==> config.mk <==
export PLATFORM = sky130hd
export DESIGN_NAME = dpwa_host
export DESIGN_NICKNAME = d
export VERILOG_FILES = /design/src/hdl/dpwa_pkg.sv /design/src/hdl/dpwa_pin_if.sv /design/src/hdl/dpwa_pin_sync.sv /design/src/hdl/dpwa_host.sv
export VERILOG_INCLUDE_DIRS = /design/src /design/src/hdl
export SDC_FILE = /design/constraint.sdc
export NUM_CORES = 1
export LEC_CHECK = 0
export ABC_AREA = 1
export BUFFER_PORTS_ARGS = -buffer_cell sky130_fd_sc_hd__buf_2
export CAP_MARGIN = 10
export CORE_MARGIN = 1
export CORE_UTILIZATION = 41
export CTS_CLUSTER_SIZE = 30
export DETAILED_ROUTE_END_ITERATION = 10
export MAX_ROUTING_LAYER = met4
export SYNTH_ARGS = -nofsm -noshare
export SYNTH_HDL_FRONTEND = slang
export SYNTH_SLANG_ARGS = --single-unit
==> constraint.sdc <==
create_clock -name I_CORE_CLK -period 1.65 [get_ports I_CORE_CLK]
set_clock_uncertainty 0.05 [all_clocks]
set_input_delay 0.0825 -clock I_CORE_CLK [delete_from_list [all_inputs] [get_ports I_CORE_CLK]]
set_output_delay 0.0825 -clock I_CORE_CLK [all_outputs]
set_load 0.01 [all_outputs]
==> src/hdl/dpwa_defs.svh <==
`ifndef DPWA_DEFS_SVH
`define DPWA_DEFS_SVH

`define DPWA_DATA_W         16
`define DPWA_ADDR_W         13

`define DPWA_CLK_PERIOD_NS  100
`define DPWA_T_AS_NS        0
`define DPWA_T_WP_NS        12
`define DPWA_T_WZ_NS        10
`define DPWA_T_DW_NS        10
`define DPWA_T_WR_NS        0
`define DPWA_T_WH_NS        12
`define DPWA_T_SWRD_NS      5
`define DPWA_T_RD_ACC_NS    25

`define DPWA_SYNC_LAT       3

`define DPWA_BUSY_RST       1'h1
`define DPWA_DATA_RST       16'h0000

`endif

==> src/hdl/dpwa_pkg.sv <==
package dpwa_pkg;

	typedef enum {
		ST_IDLE,
		ST_SETUP,
		ST_STROBE,
		ST_END,
		ST_READ,
		ST_RECOV
	} dpwa_state_t;

	typedef logic [15:0] dpwa_data_t;
	typedef logic [12:0] dpwa_addr_t;
	typedef logic [1:0]  dpwa_bsel_t;

endpackage

==> src/hdl/dpwa_pin_if.sv <==
`timescale 1ns/100ps
interface dpwa_pin_if;
	import dpwa_pkg::*;
	logic       busy_n;
	dpwa_data_t rdata;
	modport src (output busy_n, output rdata);
	modport dst (input busy_n, input rdata);
endinterface

==> src/hdl/dpwa_pin_sync.sv <==
`timescale 1ns/100ps
`include "dpwa_defs.svh"
module dpwa_pin_sync (
	input  wire logic              i_clk,
	input  wire logic              i_nrst,
	input  wire logic              i_busy_n,
	input  wire dpwa_pkg::dpwa_data_t i_data,
	dpwa_pin_if.src                pins
);
	import dpwa_pkg::*;

	logic [16:0] s1_ff;
	logic [16:0] s2_ff;
	logic [16:0] s3_ff;
	logic [16:0] out_ff;
	logic [16:0] agree;

	// Three-stage chain; only the second stage reads the first
	always_ff @(posedge i_clk or negedge i_nrst) begin
		if (!i_nrst) begin
			s1_ff <= {`DPWA_BUSY_RST, `DPWA_DATA_RST};
			s2_ff <= {`DPWA_BUSY_RST, `DPWA_DATA_RST};
			s3_ff <= {`DPWA_BUSY_RST, `DPWA_DATA_RST};
		end else begin
			s1_ff <= {i_busy_n, i_data};
			s2_ff <= s1_ff;
			s3_ff <= s2_ff;
		end
	end

	// A bit moves only once stages two and three agree, filtering metastable glitches
	assign agree = ~(s2_ff ^ s3_ff);

	always_ff @(posedge i_clk or negedge i_nrst) begin
		if (!i_nrst) begin
			out_ff <= {`DPWA_BUSY_RST, `DPWA_DATA_RST};
		end else begin
			out_ff <= (s3_ff & agree) | (out_ff & ~agree);
		end
	end

	assign pins.busy_n = out_ff[16];
	assign pins.rdata  = out_ff[15:0];
endmodule

==> src/hdl/dpwa_host.sv <==
`timescale 1ns/100ps
`include "dpwa_defs.svh"
module dpwa_host (
	input  wire logic                 I_CORE_CLK,
	input  wire logic                 I_NRST,
	// User side
	input  wire logic                 I_REQ,
	input  wire logic                 I_WRITE,
	input  wire logic                 I_SEM,
	input  wire dpwa_pkg::dpwa_addr_t I_ADDR,
	input  wire dpwa_pkg::dpwa_data_t I_WDATA,
	input  wire dpwa_pkg::dpwa_bsel_t I_BYTE_EN,
	output logic                      O_READY,
	output logic                      O_DONE,
	output dpwa_pkg::dpwa_data_t      O_RDATA,
	// Memory port pins
	output dpwa_pkg::dpwa_addr_t      O_ADDR,
	output logic                      O_PORT_SEL_N,
	output logic                      O_WRITE_N,
	output logic                      O_OUT_EN_N,
	output logic                      O_UPPER_BYTE_SELECT_N,
	output logic                      O_LOWER_BYTE_SELECT_N,
	output logic                      O_FLAG_SELECT_N,
	output dpwa_pkg::dpwa_data_t      O_DATA,
	output logic                      O_DATA_OE_N,
	input  wire dpwa_pkg::dpwa_data_t I_DATA,
	input  wire logic                 I_BUSY_N
);
	import dpwa_pkg::*;

	// Nanoseconds to whole clock cycles, rounded up, never below one
	function automatic logic [3:0] to_cyc(input int ns);
		int c;
		c = (ns + `DPWA_CLK_PERIOD_NS - 1) / `DPWA_CLK_PERIOD_NS;
		if (c < 1) begin
			c = 1;
		end
		return c[3:0];
	endfunction

	function automatic logic [3:0] max4(input logic [3:0] a, input logic [3:0] b);
		return (a > b) ? a : b;
	endfunction

	localparam logic [3:0] AS_CYC    = to_cyc(`DPWA_T_AS_NS);
	localparam logic [3:0] WZ_CYC    = to_cyc(`DPWA_T_WZ_NS);
	localparam logic [3:0] PULSE_CYC = max4(to_cyc(`DPWA_T_WP_NS),
		4'(WZ_CYC + to_cyc(`DPWA_T_DW_NS)));
	localparam logic [3:0] WH_CYC    = to_cyc(`DPWA_T_WH_NS);
	localparam logic [3:0] WR_CYC    = max4(to_cyc(`DPWA_T_WR_NS),
		to_cyc(`DPWA_T_SWRD_NS));
	// The sync output stage adds one cycle beyond the three-stage chain
	localparam logic [3:0] RD_CYC    = 4'(to_cyc(`DPWA_T_RD_ACC_NS) + `DPWA_SYNC_LAT + 1);

	dpwa_pin_if pins ();

	dpwa_pin_sync u_sync (
		.i_clk    (I_CORE_CLK),
		.i_nrst   (I_NRST),
		.i_busy_n (I_BUSY_N),
		.i_data   (I_DATA),
		.pins     (pins)
	);

	dpwa_state_t state_ff;
	dpwa_state_t nxt_state;
	logic [3:0]  cnt_ff;
	logic [3:0]  hold_ff;
	logic        wr_ff;
	logic        sem_ff;
	dpwa_bsel_t  bsel_ff;
	dpwa_data_t  wdata_ff;
	dpwa_addr_t  addr_ff;
	logic        cs_n_ff;
	logic        we_n_ff;
	logic        oe_n_ff;
	logic        ub_n_ff;
	logic        lb_n_ff;
	logic        fs_n_ff;
	logic        doe_n_ff;
	dpwa_data_t  rdata_ff;
	logic        done_ff;
	logic        take;
	logic        busy;
	logic        strobe_done;

	assign O_READY     = (state_ff == ST_IDLE);
	assign take        = I_REQ & O_READY;
	assign busy        = ~pins.busy_n;
	// Strobe may rise only after the full pulse and the hold after busy release
	assign strobe_done = (cnt_ff >= PULSE_CYC) && (hold_ff == 4'h0) && !busy;

	// Sequencer
	always_comb begin
		nxt_state = state_ff;
		case (state_ff)
			ST_IDLE: begin
				if (take) begin
					nxt_state = ST_SETUP;
				end
			end
			ST_SETUP: begin
				if (cnt_ff >= AS_CYC) begin
					nxt_state = wr_ff ? ST_STROBE : ST_READ;
				end
			end
			ST_STROBE: begin
				if (strobe_done) begin
					nxt_state = ST_END;
				end
			end
			ST_READ: begin
				if (cnt_ff >= RD_CYC) begin
					nxt_state = ST_END;
				end
			end
			ST_END: begin
				nxt_state = ST_RECOV;
			end
			ST_RECOV: begin
				if (cnt_ff >= WR_CYC) begin
					nxt_state = ST_IDLE;
				end
			end
			default: begin
				nxt_state = ST_IDLE;
			end
		endcase
	end

	always_ff @(posedge I_CORE_CLK or negedge I_NRST) begin
		if (!I_NRST) begin
			state_ff <= ST_IDLE;
		end else begin
			state_ff <= nxt_state;
		end
	end

	// Phase counter restarts on every state change
	always_ff @(posedge I_CORE_CLK or negedge I_NRST) begin
		if (!I_NRST) begin
			cnt_ff <= 4'h0;
		end else if (nxt_state != state_ff) begin
			cnt_ff <= 4'h1;
		end else if (cnt_ff != 4'hF) begin
			cnt_ff <= cnt_ff + 4'h1;
		end
	end

	// Busy from the arbiter blocks the write; hold restarts each busy cycle
	always_ff @(posedge I_CORE_CLK or negedge I_NRST) begin
		if (!I_NRST) begin
			hold_ff <= 4'h0;
		end else if (state_ff != ST_STROBE) begin
			hold_ff <= 4'h0;
		end else if (busy) begin
			hold_ff <= WH_CYC;
		end else if (hold_ff != 4'h0) begin
			hold_ff <= hold_ff - 4'h1;
		end
	end

	// Request capture; an array write with no byte lane picks both lanes
	always_ff @(posedge I_CORE_CLK or negedge I_NRST) begin
		if (!I_NRST) begin
			wr_ff    <= 1'b0;
			sem_ff   <= 1'b0;
			bsel_ff  <= 2'h0;
			wdata_ff <= `DPWA_DATA_RST;
		end else if (take) begin
			wr_ff    <= I_WRITE;
			sem_ff   <= I_SEM;
			bsel_ff  <= ((I_BYTE_EN == 2'h0) || !I_WRITE) ? 2'h3 : I_BYTE_EN;
			wdata_ff <= I_SEM ? {16{I_WDATA[0]}} : I_WDATA;
		end
	end

	// Address moves only in idle, where every strobe is high
	always_ff @(posedge I_CORE_CLK or negedge I_NRST) begin
		if (!I_NRST) begin
			addr_ff <= 13'h0000;
		end else if (take) begin
			addr_ff <= I_ADDR;
		end
	end

	// Selects and strobe fall together so the device never turns its drivers on during a write
	always_ff @(posedge I_CORE_CLK or negedge I_NRST) begin
		if (!I_NRST) begin
			cs_n_ff <= 1'b1;
			fs_n_ff <= 1'b1;
			ub_n_ff <= 1'b1;
			lb_n_ff <= 1'b1;
			we_n_ff <= 1'b1;
			oe_n_ff <= 1'b1;
		end else begin
			case (nxt_state)
				ST_STROBE, ST_READ: begin
					cs_n_ff <= sem_ff;
					fs_n_ff <= !sem_ff;
					ub_n_ff <= sem_ff | !bsel_ff[1];
					lb_n_ff <= sem_ff | !bsel_ff[0];
					we_n_ff <= (nxt_state != ST_STROBE);
					oe_n_ff <= (nxt_state != ST_READ);
				end
				default: begin
					// Select and strobe rise on one edge, ending the write cleanly
					cs_n_ff <= 1'b1;
					fs_n_ff <= 1'b1;
					ub_n_ff <= 1'b1;
					lb_n_ff <= 1'b1;
					we_n_ff <= 1'b1;
					oe_n_ff <= 1'b1;
				end
			endcase
		end
	end

	// Data drive waits out the device turn-off and holds until recovery ends
	always_ff @(posedge I_CORE_CLK or negedge I_NRST) begin
		if (!I_NRST) begin
			doe_n_ff <= 1'b1;
		end else if (state_ff == ST_STROBE && cnt_ff >= WZ_CYC) begin
			doe_n_ff <= 1'b0;
		end else if (state_ff != ST_STROBE && state_ff != ST_END) begin
			doe_n_ff <= 1'b1;
		end
	end

	// Read data is sampled once the access and sync latency have passed
	always_ff @(posedge I_CORE_CLK or negedge I_NRST) begin
		if (!I_NRST) begin
			rdata_ff <= `DPWA_DATA_RST;
		end else if (state_ff == ST_READ && nxt_state == ST_END) begin
			rdata_ff <= pins.rdata;
		end
	end

	always_ff @(posedge I_CORE_CLK or negedge I_NRST) begin
		if (!I_NRST) begin
			done_ff <= 1'b0;
		end else begin
			done_ff <= (state_ff == ST_RECOV) && (nxt_state == ST_IDLE);
		end
	end

	assign O_ADDR                = addr_ff;
	assign O_PORT_SEL_N          = cs_n_ff;
	assign O_WRITE_N             = we_n_ff;
	assign O_OUT_EN_N            = oe_n_ff;
	assign O_UPPER_BYTE_SELECT_N = ub_n_ff;
	assign O_LOWER_BYTE_SELECT_N = lb_n_ff;
	assign O_FLAG_SELECT_N       = fs_n_ff;
	assign O_DATA                = wdata_ff;
	assign O_DATA_OE_N           = doe_n_ff;
	assign O_RDATA               = rdata_ff;
	assign O_DONE                = done_ff;
endmodule

==> metrics <==
Worst VDD drop=0.000729 V; CTS max path bufs=2; Pins Over Slew Limit=0; first-pass GRT wire length=19,800 um; clock share of power=0.459; CP Class=reg2reg; worst min path class=in2reg; FF+latch count, synth=165; Initial DRC Count=roughly 250; cells after synthesis=approximately 480; Tot GR Track Use=0.181; register area share after synthesis=0.707; post-DP HPWL=7720 um; switching share of power=0.199; peak fanout along the critical path=4; CTS Sinks=165; Setup crit end kind=register; num rows=43; CTS tree=built; Starting Density=0.420; average size of a mapped cell=about 12 um^2; Mapped Area=~0.006 mm^2; CTS Buf Count=17; CTS Root Cell=clkbuf_16; synth top area cells=dfrtp_1, nand2_1, dfstp_2; post-synth top area share=0.658; vias in the first global route=4,313; Wirelength per Cell=13.6 um; Via density=4.56; outcome=finished, violations left; final setup margin=-140 ps; f_max=about 560 MHz; Setup crit start=cnt_ff[1]; commonest non-fill, non-tap cell in the layout=dfrtp_1; CP Launch Type=register; failing checks=negative setup slack; final WL=12,400 um; Logic pwr share=0.044; Core ar.=0.0139 mm^2; drt first pass iters=4; Worst Reg-to-Reg Cells=13; most frequent cells in the layout=dfrtp_1, buf_2, nand2_1; via count=around 4,100; Design Power=0.00856 W; Yosys warnings=0; switching pwr=roughly 0.0017 W; H-tree Lvls=4; critical path arrival=2080 ps; Final Cycle Share=1.08; Port-buffer cells=106; static leakage power=around 4.4 nW; setup TNS=-2840 ps; internal power=~0.0069 W; power share of the sequential group=0.497; clk slew on worst S/H paths=60 ps; fraction of layout cells with a size suffix above 1=0.406; initial antenna violation count=0; placed cell count=approximately 800; layout overhead on the synthesized area=45.8%; Placer Congestion=0.910; Final Net Count=774; max_cap viols=0; Final Setup Violations=45; count of filler cells inserted in the layout=1,067; Crit Reg-Reg Endpoint=O_LOWER_BYTE_SELECT_N; DRC Markers=0; Reg-to-Reg Start=cnt_ff[1]; Finished Layout Cells=909; gr ovfl total=0; # diodes=0; Die Area=between 0.01 and 0.015 mm^2; Reg area=around 0.0041 mm^2; clk_lat worst skew=410 ps; antenna violation net count after detailed routing=0; area of the multi-input gates=0.00194 mm^2; Final Core Density=0.613; end point of the critical path=O_LOWER_BYTE_SELECT_N; count of final hold-check violations=0; PD cells=1000 mW/mm^2; Die Y=122 um; Place WS=-183 ps; cell accounting for the most synthesized area=dfrtp_1; largest net degree at the start of global routing=47; Ports=107; WP data required=approximately 1900 ps; RSZ-0062 raised after global routing=true; Netlist cell types=36; Tmin final=roughly 1800 ps; die width=122 um; r2r setup slk=-140 ps
[routing by layer]
layer | GRT usage | share of wire
met1 | 0.219 | 0.42
met2 | 0.287 | 0.51
met4 | 0.0802 | 0.023
met3 | 0.0463 | 0.051
met5 | - | 0
[critical path, stage by stage, from the launching register on]
cell	delay, ps
dfrtp_1	400
inv_2	100
ha_4	140
inv_2	40
nor2_4	150
nand2_4	90
nand2_2	80
o21ai_1	60
nand3_1	80
nand4_1	100
nand2_2	150
nand3_4	110
nand2_4	100
nand3_2	70
[stage by stage]
| step | instance area, um^2 | hold WS [ps] |
|---|---|---|
| 6_report | 8540 | 48.7 |
| 2_1_floorplan | 5980 | -263 |
| 5_1_grt | 8540 | 49.4 |
| 4_1_cts | 8270 | 23.6 |
| 3_3_place_gp | 6960 | -19.9 |
| 3_5_place_dp | 6960 | -10.3 |
[timing repair]
action                                 4_1_cts  5_1_grt
buffers inserted                            13        2
setup endpoints to repair                   52       69
endpoints found under the hold margin      204        0
pin swaps                                   19       14
hold buffers                                50        0
gates cloned                                 1        2
resized for setup                           28       57
[worst min path at each step]
stage               startpoint                          to  slack, ps  depth (start not counted)
CTS                      I_SEM                  O_DATA[14]         20                          3
floorplan               I_NRST                   O_ADDR[0]       -260                          0
finish                   I_SEM                   O_DATA[8]         50                          3
global route             I_SEM                   O_DATA[8]         50                          3
detailed placement      I_NRST  asynchronous set/reset pin        -10                          1
global placement        I_NRST                 O_RDATA[13]        -20                          1
[power groups by stage]
stage,registers (W),logic (W),clock network [W]
6_report,0.00426,0.000376,0.00393
5_1_grt,0.00427,0.000419,0.00421
4_1_cts,0.00425,0.000363,0.00405
3_5_place_dp,0.00433,0.000253,0
3_3_place_gp,0.00432,0.000246,0
2_1_floorplan,0.00431,0.0000706,0
[cell type report]
cell class	count	share of cell area
Clock buffer	24	0.0552
Clock inverter	8	0.0145
Inverter	37	0.0174
Multi-Input combinational cell	294	0.227
Sequential cell	165	0.485
Tap cell	180	0.0264
Timing Repair Buffer	201	0.174
[Yosys cell counts]
| master | number |
|---|---|
| nor3_1 | 4 |
| a41oi_1 | 2 |
| a21oi_1 | 3 |
| xnor2_1 | 1 |
| nand2_4 | 3 |
| clkinv_2 | 1 |
| nand4_1 | 3 |
| nand3_2 | 2 |
| a211oi_1 | 3 |
| o21ai_0 | 4 |
| and3_2 | 1 |
| buf_6 | 2 |
| conb_1 | 1 |
| dfstp_2 | 11 |
| nor2_4 | 4 |
| maj3_1 | 17 |
| nand3b_1 | 1 |
| inv_2 | 4 |
| buf_4 | 2 |
| nand3_4 | 1 |
| nor3_2 | 1 |
| dfrtp_1 | 154 |
| xor2_1 | 1 |
| o22ai_1 | 1 |
| clkbuf_1 | 3 |
| o21ai_1 | 1 |
| nor2_2 | 7 |
| nand2_2 | 5 |
| buf_2 | 1 |
| nand3_1 | 33 |
| inv_1 | 32 |
| nand2_1 | 109 |
| nor2_1 | 36 |
| ha_1 | 5 |
| mux2_2 | 6 |
| mux2_4 | 10 |
[cell families (layout without fill, tap and decap cells)]
kind of cell / after synthesis / count (layout) / share of synthesized area
adders and majority gates: 22 / 22 / 0.0397
AOI/OAI and AO/OA: 14 / 14 / 0.0147
other: 1 / 29 / 0.000640
muxes: 16 / 16 / 0.0372
DFF: 165 / 165 / 0.707
and+or+nand+nor: 210 / 211 / 0.165
xor gates and xnor gates: 2 / 2 / 0.00299
buffers and inverters: 45 / 270 / 0.0331
Power figures use the tool's default switching activity.
